==> config.mk <==
export PLATFORM = sky130hd
export DESIGN_NAME = standard_timer
export DESIGN_NICKNAME = d
export VERILOG_FILES = /design/src/standard_timer_pkg.sv /design/src/standard_timer.sv
export VERILOG_INCLUDE_DIRS = /design/src /design/src/src
export SDC_FILE = /design/constraint.sdc
export NUM_CORES = 1
export LEC_CHECK = 0
export BUFFER_PORTS_ARGS = -buffer_cell sky130_fd_sc_hd__buf_2
export CAP_MARGIN = 20
export CORE_AREA = 2 2 104 106
export CTS_CLUSTER_DIAMETER = 40
export DETAILED_ROUTE_END_ITERATION = 8
export DIE_AREA = 0 0 106 108
export PLACE_DENSITY = 0.65
export RECOVER_POWER = 25
export SYNTH_ARGS = -nofsm -noshare
export SYNTH_HDL_FRONTEND = slang
export SYNTH_SLANG_ARGS = --single-unit
==> constraint.sdc <==
create_clock -name clk -period 7.6 [get_ports clk]
set_input_delay 0.76 -clock clk [delete_from_list [all_inputs] [get_ports clk]]
set_output_delay 0.76 -clock clk [all_outputs]
set_load 0.005 [all_outputs]
==> src/standard_timer_params.svh <==
// Register map, field positions, reset values and timing counts of the standard timer.
// Assumes a 32-bit AHB-Lite register bus; every register takes one aligned word.
`ifndef STANDARD_TIMER_PARAMS_SVH
`define STANDARD_TIMER_PARAMS_SVH

`define OFS_CTRL0        8'h00
`define OFS_CTRL1        8'h04
`define OFS_CNT_LOW      8'h08
`define OFS_CNT_HIGH     8'h0c
`define OFS_CMPA_LOW     8'h10
`define OFS_CMPA_HIGH    8'h14
`define OFS_FLAGS        8'h18

`define CTRL0_PAUSE      7
`define CTRL0_CLKSEL_HI  6
`define CTRL0_CLKSEL_LO  4
`define CTRL0_RUN        3
`define CTRL0_COMPARE_P_PERIOD_HI    2
`define CTRL0_COMPARE_P_PERIOD_LO    0

`define FLAG_A           0
`define FLAG_P           1

`define CTRL0_RESET      8'h00
`define CTRL1_RESET      8'h00
`define CMPA_RESET       10'h000
`define CNT_MAX          10'h3ff
`define DIV4_CLKSEL      3'h0
`define DIV4_COUNT       2'h3

`endif

==> src/standard_timer_pkg.sv <==
// Types shared by the standard timer: operating modes, output actions, control fields.
// Assumes the constants of standard_timer_params.svh for the bit positions.
package standard_timer_pkg;

   typedef enum logic [1:0] {
      MODE_COMPARE = 2'h0,
      MODE_CAPTURE = 2'h1,
      MODE_PWM     = 2'h2,
      MODE_TIMER   = 2'h3
   } mode_t;

   typedef enum logic [1:0] {
      ACT_NONE   = 2'h0,
      ACT_LOW    = 2'h1,
      ACT_HIGH   = 2'h2,
      ACT_TOGGLE = 2'h3
   } action_t;

   typedef struct packed {
      mode_t   operatingMode;
      action_t outputFunction;
      logic    outputInitialLevelBit;
      logic    outputInvertBit;
      logic    periodDutySwapBit;
      logic    counterClearSelectBit;
   } ctrl1_t;

   typedef struct packed {
      logic       pause;
      logic [2:0] clockSelect;
      logic       counterRunBit;
      logic [2:0] compareP;
   } ctrl0_t;

endpackage

==> src/standard_timer.sv <==
// Standard 10-bit timer with compare-match and PWM output, reached over AHB-Lite.
// Assumes a single master, single word transfers, and a system clock driving all logic.
`timescale 1ns/1ps
`include "standard_timer_params.svh"

// How it works
// - Run bit rising restores pin initial level
// - Initial level bit sets pre-match pin level
// - Initial level bit sets PWM active level
// - Timer/counter mode ignores level and invert
// - Invert bit inverts the output pin
// - Swap bit exchanges PWM period and duty
// - Clear select picks A match or P/overflow
// - Overflow clear only when period bits zero
// - Clear select ignored in PWM, pulse, capture
// - Counter readable only, split low/high bytes
// - Compare A readable, writable, split bytes
// - Mode field zero selects compare output
// - Clear select low raises A and P flags outside single pulse
// - Clear select high in compare and timer modes never raises P flag
// - Of A and P matches, only A changes the compare output
// - A match drives high, low or toggles
// - Function field: none, low, high, toggle
// - Run rise zeroes counter, fall holds it
// - P compares top three counter bits, low seven must be zero
// - High read latches low; low write buffered
module standard_timer
   import standard_timer_pkg::*;
(
   input  wire logic        clk,
   input  wire logic        reset,
   input  wire logic        hsel,
   input  wire logic [7:0]  haddr,
   input  wire logic [1:0]  htrans,
   input  wire logic        hwrite,
   input  wire logic [2:0]  hsize,
   input  wire logic [31:0] hwdata,
   input  wire logic        hready,
   output logic [31:0]      hrdata,
   output logic             hreadyout,
   output logic             hresp,
   output logic             timerOut,
   output logic             timerOutEn
);

   ctrl0_t      ctrl0_ff;
   ctrl1_t      ctrl1_ff;
   logic [9:0]  count_ff;
   logic [9:0]  compareA_ff;
   logic [7:0]  byteBuf_ff;
   logic [1:0]  flags_ff;
   logic        runPrev_ff;
   logic        pinLevel_ff;
   logic [1:0]  prescale_ff;
   logic        wrPend_ff;
   logic        rdPend_ff;
   logic [7:0]  addr_ff;
   logic [31:0] hrdata_ff;
   logic        hreadyout_ff;
   logic        timerOut_ff;
   logic        timerOutEn_ff;
   logic        hresp_ff;

   logic        take;
   logic        wrEn;
   logic        runRise;
   logic        tick;
   logic [9:0]  cntNext;
   logic        matchA;
   logic        matchP;
   logic        overflow;
   logic        clearA;
   logic        clearByA;
   logic        clearByP;
   logic        singlePulse;
   logic [10:0] duty;
   logic        pwmActive;
   logic        rawLevel;
   logic [31:0] rdValue;

   assign hrdata     = hrdata_ff;
   assign hreadyout  = hreadyout_ff;
   assign hresp      = hresp_ff;
   assign timerOut   = timerOut_ff;
   assign timerOutEn = timerOutEn_ff;

   // Bus front end: writes take no wait state, reads take one so read data comes from a flop
   assign take = hsel && htrans[1] && hready;
   assign wrEn = wrPend_ff;

   always_ff @(posedge clk) begin
      if (reset) begin
         wrPend_ff    <= 1'b0;
         rdPend_ff    <= 1'b0;
         addr_ff      <= 8'h00;
         hreadyout_ff <= 1'b1;
         hrdata_ff    <= 32'h0000_0000;
      end else begin
         wrPend_ff <= take && hwrite;
         rdPend_ff <= take && !hwrite;
         if (take) begin
            addr_ff <= haddr;
         end
         hreadyout_ff <= !(take && !hwrite);
         if (rdPend_ff) begin
            hrdata_ff <= rdValue;
         end
      end
   end

   // Always OKAY: no access can fail, unmapped offsets simply read zero
   always_ff @(posedge clk) begin
      if (reset) begin
         hresp_ff <= 1'b0;
      end else begin
         hresp_ff <= 1'b0;
      end
   end

   always_comb begin
      rdValue = 32'h0000_0000;
      case (addr_ff)
         `OFS_CTRL0:     rdValue = {24'h000000, ctrl0_ff};
         `OFS_CTRL1:     rdValue = {24'h000000, ctrl1_ff};
         `OFS_CNT_LOW:   rdValue = {24'h000000, byteBuf_ff};
         `OFS_CNT_HIGH:  rdValue = {30'h00000000, count_ff[9:8]};
         `OFS_CMPA_LOW:  rdValue = {24'h000000, byteBuf_ff};
         `OFS_CMPA_HIGH: rdValue = {30'h00000000, compareA_ff[9:8]};
         `OFS_FLAGS:     rdValue = {30'h00000000, flags_ff};
         default:        rdValue = 32'h0000_0000;
      endcase
   end

   // One shared byte buffer, as the two register pairs are never accessed interleaved
   always_ff @(posedge clk) begin
      if (reset) begin
         byteBuf_ff <= 8'h00;
      end else if (rdPend_ff && addr_ff == `OFS_CNT_HIGH) begin
         byteBuf_ff <= count_ff[7:0];
      end else if (rdPend_ff && addr_ff == `OFS_CMPA_HIGH) begin
         byteBuf_ff <= compareA_ff[7:0];
      end else if (wrEn && addr_ff == `OFS_CMPA_LOW) begin
         byteBuf_ff <= hwdata[7:0];
      end
   end

   always_ff @(posedge clk) begin
      if (reset) begin
         compareA_ff <= `CMPA_RESET;
      end else if (wrEn && addr_ff == `OFS_CMPA_HIGH) begin
         compareA_ff <= {hwdata[1:0], byteBuf_ff};
      end
   end

   always_ff @(posedge clk) begin
      if (reset) begin
         ctrl1_ff <= `CTRL1_RESET;
      end else if (wrEn && addr_ff == `OFS_CTRL1) begin
         ctrl1_ff <= hwdata[7:0];
      end
   end

   // Single pulse ends by clearing the run bit itself on an A match
   assign singlePulse = ctrl1_ff.operatingMode == MODE_PWM && ctrl1_ff.outputFunction == ACT_TOGGLE;

   always_ff @(posedge clk) begin
      if (reset) begin
         ctrl0_ff <= `CTRL0_RESET;
      end else if (wrEn && addr_ff == `OFS_CTRL0) begin
         ctrl0_ff <= hwdata[7:0];
      end else if (singlePulse && matchA) begin
         ctrl0_ff.counterRunBit <= 1'b0;
      end
   end

   // Counter and comparators
   assign runRise = ctrl0_ff.counterRunBit && !runPrev_ff;
   assign tick    = ctrl0_ff.counterRunBit && !ctrl0_ff.pause && !runRise &&
                    (ctrl0_ff.clockSelect != `DIV4_CLKSEL || prescale_ff == `DIV4_COUNT);
   assign cntNext  = count_ff + 10'h001;
   assign matchA   = tick && cntNext == compareA_ff;
   assign matchP   = tick && ctrl0_ff.compareP != 3'h0 &&
                     cntNext[9:7] == ctrl0_ff.compareP && cntNext[6:0] == 7'h00;
   assign overflow = tick && count_ff == `CNT_MAX && ctrl0_ff.compareP == 3'h0;
   assign clearA   = (ctrl1_ff.operatingMode == MODE_COMPARE || ctrl1_ff.operatingMode == MODE_TIMER) &&
                     ctrl1_ff.counterClearSelectBit;
   always_comb begin
      clearByA = 1'b0;
      clearByP = 1'b0;
      case (ctrl1_ff.operatingMode)
         MODE_PWM: begin
            clearByA = !singlePulse && ctrl1_ff.periodDutySwapBit;
            clearByP = !singlePulse && !ctrl1_ff.periodDutySwapBit;
         end
         MODE_CAPTURE: clearByP = 1'b1;
         default: begin
            clearByA = clearA;
            clearByP = !clearA;
         end
      endcase
   end

   always_ff @(posedge clk) begin
      if (reset) begin
         runPrev_ff  <= 1'b0;
         prescale_ff <= 2'h0;
      end else begin
         runPrev_ff  <= ctrl0_ff.counterRunBit;
         prescale_ff <= runRise ? 2'h0 : prescale_ff + 2'h1;
      end
   end

   always_ff @(posedge clk) begin
      if (reset) begin
         count_ff <= 10'h000;
      end else if (runRise) begin
         count_ff <= 10'h000;
      end else if (tick) begin
         if ((clearByA && matchA) || (clearByP && (matchP || overflow))) begin
            count_ff <= 10'h000;
         end else begin
            count_ff <= cntNext;
         end
      end
   end

   // Flags: a match in the clearing cycle wins over the software clear
   always_ff @(posedge clk) begin
      if (reset) begin
         flags_ff <= 2'h0;
      end else begin
         if (matchA) begin
            flags_ff[`FLAG_A] <= 1'b1;
         end else if (wrEn && addr_ff == `OFS_FLAGS && hwdata[`FLAG_A]) begin
            flags_ff[`FLAG_A] <= 1'b0;
         end
         if (matchP && !clearA && !singlePulse) begin
            flags_ff[`FLAG_P] <= 1'b1;
         end else if (wrEn && addr_ff == `OFS_FLAGS && hwdata[`FLAG_P]) begin
            flags_ff[`FLAG_P] <= 1'b0;
         end
      end
   end

   // Compare-match pin state
   always_ff @(posedge clk) begin
      if (reset) begin
         pinLevel_ff <= 1'b0;
      end else if (runRise) begin
         pinLevel_ff <= ctrl1_ff.outputInitialLevelBit;
      end else if (matchA) begin
         case (ctrl1_ff.outputFunction)
            ACT_LOW:    pinLevel_ff <= 1'b0;
            ACT_HIGH:   pinLevel_ff <= 1'b1;
            ACT_TOGGLE: pinLevel_ff <= !pinLevel_ff;
            default:    pinLevel_ff <= pinLevel_ff;
         endcase
      end
   end

   // PWM: a duty at or above the period gives a constant active level
   assign duty = ctrl1_ff.periodDutySwapBit ?
                 ((ctrl0_ff.compareP == 3'h0) ? 11'h400 : {1'b0, ctrl0_ff.compareP, 7'h00}) :
                 {1'b0, compareA_ff};
   always_comb begin
      case (ctrl1_ff.outputFunction)
         ACT_LOW:    pwmActive = 1'b1;
         ACT_HIGH:   pwmActive = ctrl0_ff.counterRunBit && {1'b0, count_ff} < duty;
         ACT_TOGGLE: pwmActive = ctrl0_ff.counterRunBit;
         default:    pwmActive = 1'b0;
      endcase
   end

   always_comb begin
      if (ctrl1_ff.operatingMode == MODE_PWM) begin
         rawLevel = pwmActive ? ctrl1_ff.outputInitialLevelBit : !ctrl1_ff.outputInitialLevelBit;
      end else begin
         rawLevel = pinLevel_ff;
      end
   end

   always_ff @(posedge clk) begin
      if (reset) begin
         timerOut_ff   <= 1'b0;
         timerOutEn_ff <= 1'b0;
      end else if (ctrl1_ff.operatingMode == MODE_COMPARE || ctrl1_ff.operatingMode == MODE_PWM) begin
         timerOut_ff   <= rawLevel ^ ctrl1_ff.outputInvertBit;
         timerOutEn_ff <= 1'b1;
      end else begin
         timerOut_ff   <= 1'b0;
         timerOutEn_ff <= 1'b0;
      end
   end

   a_run_zeroes_count: assert property (@(posedge clk) disable iff (reset)
      $rose(ctrl0_ff.counterRunBit) |=> count_ff == 10'h000)
      else $error("Counter not zero after run bit rise");

   a_initial_pin_level: assert property (@(posedge clk) disable iff (reset)
      ($rose(ctrl0_ff.counterRunBit) && ctrl1_ff.operatingMode == MODE_COMPARE)
      |=> pinLevel_ff == ctrl1_ff.outputInitialLevelBit
      ##1 timerOut_ff == ($past(pinLevel_ff) ^ ctrl1_ff.outputInvertBit))
      else $error("Pin did not return to initial level");

   a_flag_a_sticky: assert property (@(posedge clk) disable iff (reset)
      (flags_ff[0] && !(wrEn && addr_ff == `OFS_FLAGS && hwdata[0])) |=> flags_ff[0])
      else $error("Compare A flag dropped without clear");

   a_no_p_flag: assert property (@(posedge clk) disable iff (reset)
      (clearA && !flags_ff[1]) |=> !flags_ff[1])
      else $error("P flag raised with A clear selected");

   a_timer_pin_off: assert property (@(posedge clk) disable iff (reset)
      ctrl1_ff.operatingMode == MODE_TIMER |=> !timerOutEn && !timerOut)
      else $error("Pin driven in timer/counter mode");

   a_clear_on_a: assert property (@(posedge clk) disable iff (reset)
      (clearA && matchA && !runRise) |=> count_ff == 10'h000)
      else $error("Counter not cleared on A match");

   a_toggle_on_a: assert property (@(posedge clk) disable iff (reset)
      (matchA && ctrl1_ff.outputFunction == ACT_TOGGLE) |=> pinLevel_ff != $past(pinLevel_ff))
      else $error("Pin did not toggle on A match");

   a_p_keeps_pin: assert property (@(posedge clk) disable iff (reset)
      (matchP && !matchA && !runRise) |=> $stable(pinLevel_ff))
      else $error("P match changed the pin");

   a_read_one_wait: assert property (@(posedge clk) disable iff (reset)
      (take && !hwrite) |=> !hreadyout ##1 hreadyout)
      else $error("Read wait state wrong");

   a_a_flag_set: assert property (@(posedge clk) disable iff (reset)
      matchA |=> flags_ff[`FLAG_A])
      else $error("A flag not set on A match");

   a_p_flag_set: assert property (@(posedge clk) disable iff (reset)
      (matchP && ctrl1_ff.operatingMode == MODE_COMPARE && !ctrl1_ff.counterClearSelectBit)
      |=> flags_ff[`FLAG_P])
      else $error("P flag not set on P match");

   a_count_no_write: assert property (@(posedge clk) disable iff (reset)
      (!tick && !runRise) |=> $stable(count_ff))
      else $error("Counter moved without a tick");

   a_off_holds_count: assert property (@(posedge clk) disable iff (reset)
      !ctrl0_ff.counterRunBit |=> $stable(count_ff))
      else $error("Counter moved while off");

   a_invert_pin: assert property (@(posedge clk) disable iff (reset)
      ctrl1_ff.operatingMode == MODE_COMPARE
      |=> timerOut_ff == ($past(pinLevel_ff) ^ $past(ctrl1_ff.outputInvertBit)))
      else $error("Pin polarity wrong");

   a_pwm_forced: assert property (@(posedge clk) disable iff (reset)
      (ctrl1_ff.operatingMode == MODE_PWM && ctrl1_ff.outputFunction == ACT_LOW)
      |=> timerOut_ff == ($past(ctrl1_ff.outputInitialLevelBit) ^ $past(ctrl1_ff.outputInvertBit)))
      else $error("Forced PWM level wrong");

   a_swap_clear_a: assert property (@(posedge clk) disable iff (reset)
      (ctrl1_ff.operatingMode == MODE_PWM && !singlePulse && ctrl1_ff.periodDutySwapBit && matchA)
      |=> count_ff == 10'h000)
      else $error("Swapped PWM period not ended by A match");

   a_period_clear_p: assert property (@(posedge clk) disable iff (reset)
      (ctrl1_ff.operatingMode == MODE_PWM && !singlePulse && !ctrl1_ff.periodDutySwapBit && matchP)
      |=> count_ff == 10'h000)
      else $error("PWM period not ended by P match");

   a_high_read_latch: assert property (@(posedge clk) disable iff (reset)
      (rdPend_ff && addr_ff == `OFS_CNT_HIGH) |=> {2'b00, byteBuf_ff} == ($past(count_ff) & 10'h0ff))
      else $error("Counter low byte not latched on high read");

   a_cmpa_commit: assert property (@(posedge clk) disable iff (reset)
      (wrEn && addr_ff == `OFS_CMPA_HIGH) |=> compareA_ff[7:0] == $past(byteBuf_ff))
      else $error("Compare A low byte not committed");

endmodule

Word-level counts from Yosys, hierarchy flattened
Index checks and enable logic that the tools add are counted.
{"block": "word_totals", "wordCells": 132, "output_inout_bits": 36, "register_bits": 95, "inputBits": 50}
{"block": "op_classes", "reduce_logical": 64, "add_sub_neg": 2, "n_mux": 22, "n_lt_le_gt_ge": 1, "n_bitwise": 2, "n_eq_ne": 16}
{"operator": "8-bit one-hot mux with 6 select lines", "n": 1}
{"operator": "1-bit logical AND", "n": 33}
{"operator": "8-bit by 5-bit equality test with 1-bit output (second input constant)", "n": 3}
{"operator": "8-bit 2-to-1 mux", "n": 3}
{"operator": "11-bit 2-to-1 mux", "n": 2}
{"operator": "8-bit by 4-bit equality test with 1-bit output (second input constant)", "n": 2}
{"operator": "10-bit by 11-bit less-than comparator with 1-bit output", "n": 1}
{"operator": "1-bit 2-to-1 mux", "n": 11}
{"operator": "10-bit by 1-bit adder with 10-bit output (second input constant)", "n": 1}
{"operator": "10-bit equality test", "n": 1}
{"operator": "10-bit equality test (second input constant)", "n": 1}
{"operator": "2-bit equality test (second input constant)", "n": 5}
{"operator": "1-bit zero test", "n": 10}
{"operator": "10-bit 2-to-1 mux", "n": 1}
{"operator": "3-bit nonzero test", "n": 3}
{"operator": "8-bit by 3-bit equality test with 1-bit output (second input constant)", "n": 1}
{"operator": "8-bit zero test", "n": 1}
{"operator": "2-bit nonzero test", "n": 4}
{"operator": "7-bit zero test", "n": 1}
{"operator": "1-bit one-hot mux with 3 select lines", "n": 2}
{"operator": "2-bit OR reduction", "n": 3}
{"operator": "1-bit logical OR", "n": 5}
{"operator": "2-bit by 1-bit equality test with 1-bit output (second input constant)", "n": 2}
{"operator": "1-bit one-hot mux with 2 select lines", "n": 2}
{"operator": "other kinds (8)", "n": 8}

Depth between registers and ports, before layout
Gate-level depths: netlist of run 1.
{"block": "depth", "depth_word": 12, "mapped_depth": 10, "depth_no_buf": 9}

Worst setup path before layout of run 1
No wires, ideal clock.
{"block": "synth_path", "path_type": "reg2reg", "from": "register count_ff[1]", "to": "register pinLevel_ff", "path_stages_with_launch": 10, "period_less_slack_ps": 2407, "setup_ps": 127, "t_required_ps": 7473, "path_buffers": 1, "t_arrival_ps": 2280, "setup_slack_ps": 5193, "path_cell_list": "dfxtp_1 ha_1 buf_2 nand3_1 or2_1 xnor3_1 nor4b_4 nand3_2 nor4b_2 o32ai_2"}
{"block": "synth_via", "elab_chain_len": 5}
{"element": "start, declared", "line_no": "standard_timer.sv:48", "rtl": "logic [9:0] count_ff;"}
{"element": "start signal, assigned", "line_no": "standard_timer.sv:222", "rtl": "count_ff <= cntNext;"}
{"element": "10-bit by 1-bit adder with 10-bit output", "line_no": "standard_timer.sv:180", "rtl": "assign cntNext = count_ff + 10'h001;"}
{"element": "10-bit equality test", "line_no": "standard_timer.sv:181", "rtl": "assign matchA = tick && cntNext == compareA_ff;"}
{"element": "1-bit logical AND", "line_no": "standard_timer.sv:181"}
{"element": "2-bit nonzero test (no source line)"}
{"element": "2-bit AND reduction (no source line)"}
{"element": "end signal, assigned", "line_no": "standard_timer.sv:250", "rtl": "pinLevel_ff <= ctrl1_ff.outputInitialLevelBit;"}
{"element": "end signal, assigned", "line_no": "standard_timer.sv:255", "rtl": "ACT_TOGGLE: pinLevel_ff <= !pinLevel_ff;"}
{"element": "end signal, assigned", "line_no": "standard_timer.sv:256", "rtl": "default: pinLevel_ff <= pinLevel_ff;"}
{"element": "end, declared", "line_no": "standard_timer.sv:53", "rtl": "logic pinLevel_ff;"}
Every way passes these cells.
A chain may end at the register's enable or synchronous reset.

Worst setup path after layout of run 1
{"block": "layout_path", "from": "input reset", "to": "register count_ff[9]"}
{"block": "layout_via", "elab_chain_len": 1}
{"element": "start, declared", "line_no": "standard_timer.sv:31", "rtl": "input wire logic reset,"}
{"element": "2-bit OR reduction (no source line)"}
Every way passes these cells.

==> flow_metrics.tcl, run 1 <==
set metrics [dict create \
    die_w_um 106 \
    setup_violations 0 \
    max_freq_mhz 255 \
    dr_total_vias 4003 \
    io_pins 86 \
    port_buffers 32 \
    die_h_um 108 \
    grt_pass1_vias 3614 \
    cts_buffers 9 \
    drv_slew 61 \
    clk_path_buf_depth 2 \
    first_pass_iters 5 \
    post-place-ws_ps 4590 \
    cts_hold_buf 0 \
    relSlewSlack_pct -77.1 \
    regToRegEndpoint "pinLevel_ff" \
    rows 37 \
    peakVddDrop_mv 0.0765 \
    worstSetupStartpointType "input port" \
    worstPathCellList "clkbuf_1 > nor2_1 > and3_1 > o211ai_1 > nand2_1" \
    fillers 1033 \
    synthToLayoutAreaGrowth_pct 5.11 \
    place.gp.congestion 0.910 \
    ys_seq_area_share_pct 31.6 \
    r2r-start "count_ff[0]" \
    wl_per_cell_um 16.0 \
    ctsHtreeMaxLevel 3 \
    dp_hpwl_um 8270 \
    grt_first_pass_wirelength_um 17900 \
    setup_slack_ps 3670 \
    max_stage_delay_ps 1840 \
    cts_root_buf "clkbuf_8" \
    rsz0062_at_grt "no" \
    path_max_fanout 60 \
    worstPathRequired_ps 7850 \
    r2r_cells 8 \
    core_mm2 0.0102 \
    finClkSkew_ps 12.3 \
    final_nets 630 \
    synthFlopType "dfxtp_1" \
    syn-cell-area_mm2 0.00450 \
    yosys.area.top_type "dfxtp_1" \
    status "complete, but fails checks" \
    cts_tree "built" \
    p_per_area_mw_per_mm2 152 \
    drt_wl_total_um 11300 \
    drc 0 \
    overflow 0 \
    finalSetupTns_ps 0 \
    cts_setup_buffers 0 \
    yosysWarnings 0 \
    max-cap-violations 1 \
    netlist.area_leader.share_pct 31.6 \
    cp_data_arrival_time_ps 4170 \
    holdCritStartpoint "prescale_ff[0]" \
    ant_nets 0 \
    worst_path_max_delay_cell "clkbuf_1" \
    syn_avg_cell_area_um2 8.13 \
    hold_path_depth 1 \
    violations "capacitance limit, slew limit" \
    synth.area.top_cells "dfxtp_1, a21oi_1, nand2_1" \
    async_reset_ff_share_pct 0 \
    cp-end-kind "flop" \
    fp.dieArea_mm2 0.0114 \
    first_iter_violations 301 \
    min_period_over_period_pct 51.7 \
    synth_cell_types 75 \
    initial_utilization_pct 44.0 \
    leakage_uw 0.00173 \
    clock_latency_ps 360 \
    grt_max_degree 61 \
    holdCritPathClass "reg -> reg" \
    syn_inst 554 \
    ctsResizeCount 0 \
    reg2reg_slack_ps 4520 \
    fin_crit_ps 3930 \
    clock_sinks 71 \
    clk_pin_slew_ps 80 \
    grt_usage_pct 19.9 \
    antenna_cells 0 \
    via_per_inst 5.69 \
    synth_seq_cells 71 \
    crit_type "in -> reg" \
    antenna_found_initial 0 \
    tightest_slew_ps 2660 \
    synth_edf_count 0 \
    hold_path_end "prescale_ff[0]" \
    layout-drive-gt1-share_pct 11.6 \
    hold_viol_final 0 \
]
routing by layer:
layer	up-vias	global-route usage (%)	part of all wire [%]
li1	1952	-	-
met2	139	34.0	50
met5	-	0	0
met1	1898	25.0	43
met4	0	7.05	1.7
met3	14	4.04	5.6
sequential cells by signal, indices dropped and copies added, names as in the netlist:
signal	cells
flags_ff	2
ctrl1_ff	8
hrdata	8
timerOutEn	1
byteBuf_ff	8
pinLevel_ff	1
hreadyout	1
timerOut	1
runPrev_ff	1
addr_ff	8
compareA_ff	10
count_ff	10
ctrl0_ff	8
wrEn	1
prescale_ff	2
rdPend_ff	1
report_power, final:
part           leakage (µW)  total, µW  internal [µW]  switching (µW)
combinational       0.00107       43.3           13.0            30.3
clock             0.0000907        297            126             171
sequential         0.000574        380            376            4.07
total               0.00173        720            515             205
worst max-delay path, delay by kind of cell:
| family | cells | cell delay (ps) |
|---|---|---|
| and+or+nand+nor | 3 | 1380 |
| AOI/OAI and AO/OA | 1 | 170 |
| buffers and inverters | 1 | 1840 |
placed cells by master, fill, tap and decap left out, types with 9 or more instances in the layout:
cell / n
a211oi_1: 10
a21oi_1: 52
a22oi_1: 10
and3_1: 11
buf_2: 25
clkbuf_8: 9
conb_1: 25
dfxtp_1: 71
ha_1: 17
inv_1: 9
mux2i_1: 23
nand2_1: 65
nand2b_1: 13
nand3_1: 35
nor2_1: 47
nor2b_1: 10
nor4_1: 12
layout make-up:
cell class	instances	area, µm²	share of cell area [%]
Tap cell	136	170	3.60
Clock buffer	9	124	2.62
Clock inverter	7	63.8	1.35
Inverter	9	33.8	0.714
Multi-Input combinational cell	440	2770	58.5
Sequential cell	71	1420	30.0
Timing Repair Buffer	32	151	3.20
through the flow:
stage / util [%] / instances / power (µW) / hold WS, ps / cell area (µm²)
after floorplan: - / 578 / 426 / 399 / 4590
after global placement: 44.5 / 688 / 430 / 408 / 4550
after detailed placement: 44.5 / 688 / 431 / 417 / 4550
after CTS: 46.3 / 704 / 729 / 431 / 4740
after global routing: 46.3 / 704 / 753 / 449 / 4730
final: 46.3 / 704 / 720 / 427 / 4730
Yosys cell counts (2+ instances only):
master / instances
clkbuf_1: 15
nor2_1: 47
nand2b_1: 13
or2_2: 3
or2_1: 2
and2_1: 3
mux2i_1: 23
buf_4: 30
nor2b_1: 10
or3_1: 4
o2111ai_1: 2
xor2_1: 6
a21o_1: 5
nor3_4: 2
o31ai_1: 2
a22oi_1: 10
dfxtp_1: 71
nand4_1: 8
o22ai_1: 2
ha_1: 17
nand2_2: 2
inv_1: 9
and3_1: 11
nand2_1: 65
a21oi_1: 52
buf_6: 4
buf_2: 7
nand3_1: 35
o21ai_0: 6
nor4_1: 12
nand3_2: 4
buf_1: 2
xnor2_1: 5
o31a_1: 2
nor3_1: 8
nand3b_1: 2
o211ai_1: 4
a211oi_1: 10
a222oi_1: 3
cells by family (layout without fill, tap and decap cells):
family | count (synthesis) | count (layout) | share of synthesized area [%]
compound gates | 116 | 116 | 17.2
xor+xnor | 13 | 13 | 3.17
simple gates | 246 | 246 | 29.2
fa+ha+maj | 17 | 17 | 4.72
other cells | 1 | 25 | 0.0833
buf+inv | 67 | 57 | 8.95
mux | 23 | 23 | 5.11
flops | 71 | 71 | 31.6
how the worst max path moves through the flow:
stage                     cells past startpoint  slack, ps     endpoint        start
after detailed placement                      8       4590  pinLevel_ff  count_ff[0]
after floorplan                               9       5190  pinLevel_ff  count_ff[1]
after CTS                                     8       4560  pinLevel_ff  count_ff[0]
after global placement                        8       4660  pinLevel_ff  count_ff[0]
after global routing                          5       3380  count_ff[8]        reset
final                                         5       3670  count_ff[9]        reset
No activity file was read; power rests on OpenSTA's default activity.
==> run 2: changes to the inputs <==
--- a/config.mk
+++ b/config.mk
@@ -6,13 +6,14 @@
 export SDC_FILE = /design/constraint.sdc
 export NUM_CORES = 1
 export LEC_CHECK = 0
+export ABC_AREA = 1
 export BUFFER_PORTS_ARGS = -buffer_cell sky130_fd_sc_hd__buf_2
 export CAP_MARGIN = 20
-export CORE_AREA = 2 2 104 106
+export CORE_AREA = 2 2 99 101
 export CTS_CLUSTER_DIAMETER = 40
 export DETAILED_ROUTE_END_ITERATION = 8
-export DIE_AREA = 0 0 106 108
-export PLACE_DENSITY = 0.65
+export DIE_AREA = 0 0 101 103
+export PLACE_DENSITY = 0.66
 export RECOVER_POWER = 25
 export SYNTH_ARGS = -nofsm -noshare
 export SYNTH_HDL_FRONTEND = slang
==> constraint.sdc (replaced) <==
create_clock -name clk -period 4 [get_ports clk]
set_input_delay 0.4 -clock clk [delete_from_list [all_inputs] [get_ports clk]]
set_output_delay 0.4 -clock clk [all_outputs]
set_load 0.005 [all_outputs]
==> run 2 against run 1 <==
- the run still ends with capacitance limit, slew limit left
- non-clock buffer count is 4 higher
- total power is 100% higher
- wire length is 6.7% lower
- die area is 9.1% lower
- register-to-register slack worse by 2900 ps
- via count is 3.3% lower
- clock skew is 2.9 ps lower
- sequential power is 90% higher
- cell area is 5.4% lower
- critical endpoint is now timerOut
- largest cell class unchanged
==> flow_metrics.tcl, run 2 <==
set metrics [dict create \
    synth_edf_count 0 \
    core_mm2 0.00946 \
    syn_avg_cell_area_um2 6.91 \
    tightest_slew_ps 1550 \
    clk_pin_slew_ps 80 \
    multi_input_area_mm2 0.00224 \
    worstSetupStartpointType "flop" \
    relSlewSlack_pct -3.41 \
    finClkSkew_ps 9.43 \
    synth.most_common_cell "nand2_1" \
    clk_path_buf_depth 2 \
    ant_nets 0 \
    via_per_inst 5.22 \
    synth_cell_types 40 \
    die_w_um 101 \
    cts_root_buf "clkbuf_8" \
    grt_max_degree 43 \
    die_h_um 103 \
    grt_pass1_vias 3433 \
    port_buffers 32 \
    hold_viol_final 0 \
    drc 0 \
    reg.largest.list "compareA_ff x10, count_ff x10" \
    layout_common_cells "nand2_1, a21oi_1, dfxtp_1" \
    grt_first_pass_wirelength_um 17200 \
    synthFlopType "dfxtp_1" \
    synthToLayoutAreaGrowth_pct 9.28 \
    initial_utilization_pct 43.3 \
    rsz0062_at_grt "no" \
    cts_setup_buffers 0 \
    syn_inst 593 \
    drt_wl_total_um 10500 \
    dp_hpwl_um 8050 \
    drv_slew 43 \
    ctsHtreeMaxLevel 3 \
    design_area_mm2 0.00448 \
    syn-cell-area_mm2 0.00410 \
    leakage_uw 0.00179 \
    mostFrequentLayoutCell "nand2_1" \
    antenna_found_initial 0 \
    fp.dieArea_mm2 0.0104 \
    finalSetupTns_ps 0 \
    synth.area.top_cells "dfxtp_1, nand2_1, a21oi_1" \
    ctsResizeCount 0 \
    grt_usage_pct 21.6 \
    cp-end-kind "flop" \
    status "complete, but fails checks" \
    crit_type "reg -> reg" \
    netlist.area_leader.share_pct 34.7 \
    cp_data_arrival_time_ps 2590 \
    rows 36 \
    synth_commonest_cells "nand2_1, a21oi_1, dfxtp_1" \
    yosys.area.top_type "dfxtp_1" \
    path_max_fanout 11 \
    fillers 968 \
    layout-drive-gt1-share_pct 9.87 \
    clock_latency_ps 360 \
    fin_crit_ps 2340 \
    async_reset_ff_share_pct 0 \
    dr_total_vias 3872 \
    place.gp.congestion 0.880 \
    wl_per_cell_um 14.2 \
    min_period_over_period_pct 58.5 \
    peakVddDrop_mv 0.231 \
    clock_sinks 71 \
    cts_buffers 9 \
    place_area_mm2 0.00426 \
    first_iter_violations 263 \
    setup_violations 0 \
    placed_cells 725 \
    layout.cells.non_filler 742 \
    final_nets 690 \
    max_freq_mhz 427 \
    p_per_area_mw_per_mm2 329 \
    max-cap-violations 1 \
    first_pass_iters 4 \
    violations "capacitance limit, slew limit" \
    holdCritPathClass "in -> reg" \
    ys_seq_area_share_pct 34.7 \
    cts_tree "built" \
    worstPathRequired_ps 4250 \
    seq_area_mm2 0.00142 \
    cts_hold_buf 0 \
    synth_seq_cells 71 \
    yosysWarnings 0 \
    io_pins 86 \
    timing.hold.ws_ps 222 \
    antenna_cells 0 \
    overflow 0 \
]
[run 2: cell types whose count changed after synthesis, sizes merged, moves of 12 or more]
cell    before  now
and3        12    0
mux2i       23    0
inv          9   71
a21oi       53   73
buf         43   30
nand2b      13    0
nor4        13    1
o21ai        7   61
nand2       67  121
[run 2: kinds of logic (layout without fill, tap and decap cells)]
family                   Yosys count  count (layout)  share of synthesized area (%)
buffers and inverters            114             125                           12.9
adder cells (fa/ha/maj)           17              17                           5.19
AND/OR/NAND/NOR                  233             233                           25.9
flip-flops                        71              71                           34.7
XOR/XNOR                           5               5                           1.25
other                              1              25                         0.0915
AO/OA/AOI/OAI                    152             152                           20.0
[run 2: power by group]
group	internal, µW	switching [µW]	total [µW]
registers	715	5.99	721
logic	26.3	60.8	87.1
clock network	359	304	663
total	1100	370	1470
[run 2: layer usage]
layer / GRT usage, % / up-vias / wire length, µm
met1: 28.2 / 1708 / 4680
met3: 5.36 / 28 / 724
met5: 0 / - / 0
li1: - / 1991 / -
met4: 9.77 / 0 / 336
met2: 33.7 / 145 / 4760
[run 2: worst paths after layout]
check	startpoint	endpoint	slack (ps)	cells past startpoint
max	ctrl1_ff[1]	timerOut	1660	15
min reg2reg	prescale_ff[0]	prescale_ff[0]	430	1
min	hwrite	rdPend_ff	220	2
max reg2reg	ctrl1_ff[1]	timerOut	1660	15
[run 2: per-stage QoR]
step / power (µW) / util (%) / worst slack (ps)
2_1_floorplan: 808 / - / 2150
3_3_place_gp: 822 / 45.0 / 1730
3_5_place_dp: 825 / 45.0 / 1720
4_1_cts: 1480 / 47.4 / 1680
5_1_grt: 1530 / 47.3 / 1370
6_report: 1470 / 47.3 / 1660
[run 2: cell type report]
class	instances	share of cell area, %
Clock buffer	9	2.77
Clock inverter	7	2.35
Inverter	73	6.12
Multi-Input combinational cell	432	50.0
Sequential cell	71	31.7
Tap cell	114	3.19
Timing Repair Buffer	36	3.88
[run 2: critical path, cell delays in order, from the launching register on]
cell and delay (ps):
dfxtp_1 380, inv_1 360, nor2_1 120, o21bai_1 190, ha_1 280, nand2_1 40
nor2_1 140, nand3_1 90, nand3_1 100, nand2_1 70, nand2_1 100, nand2_1 90
nand2_1 70, nand3_1 60, nand3_1 80, a21oi_1 60
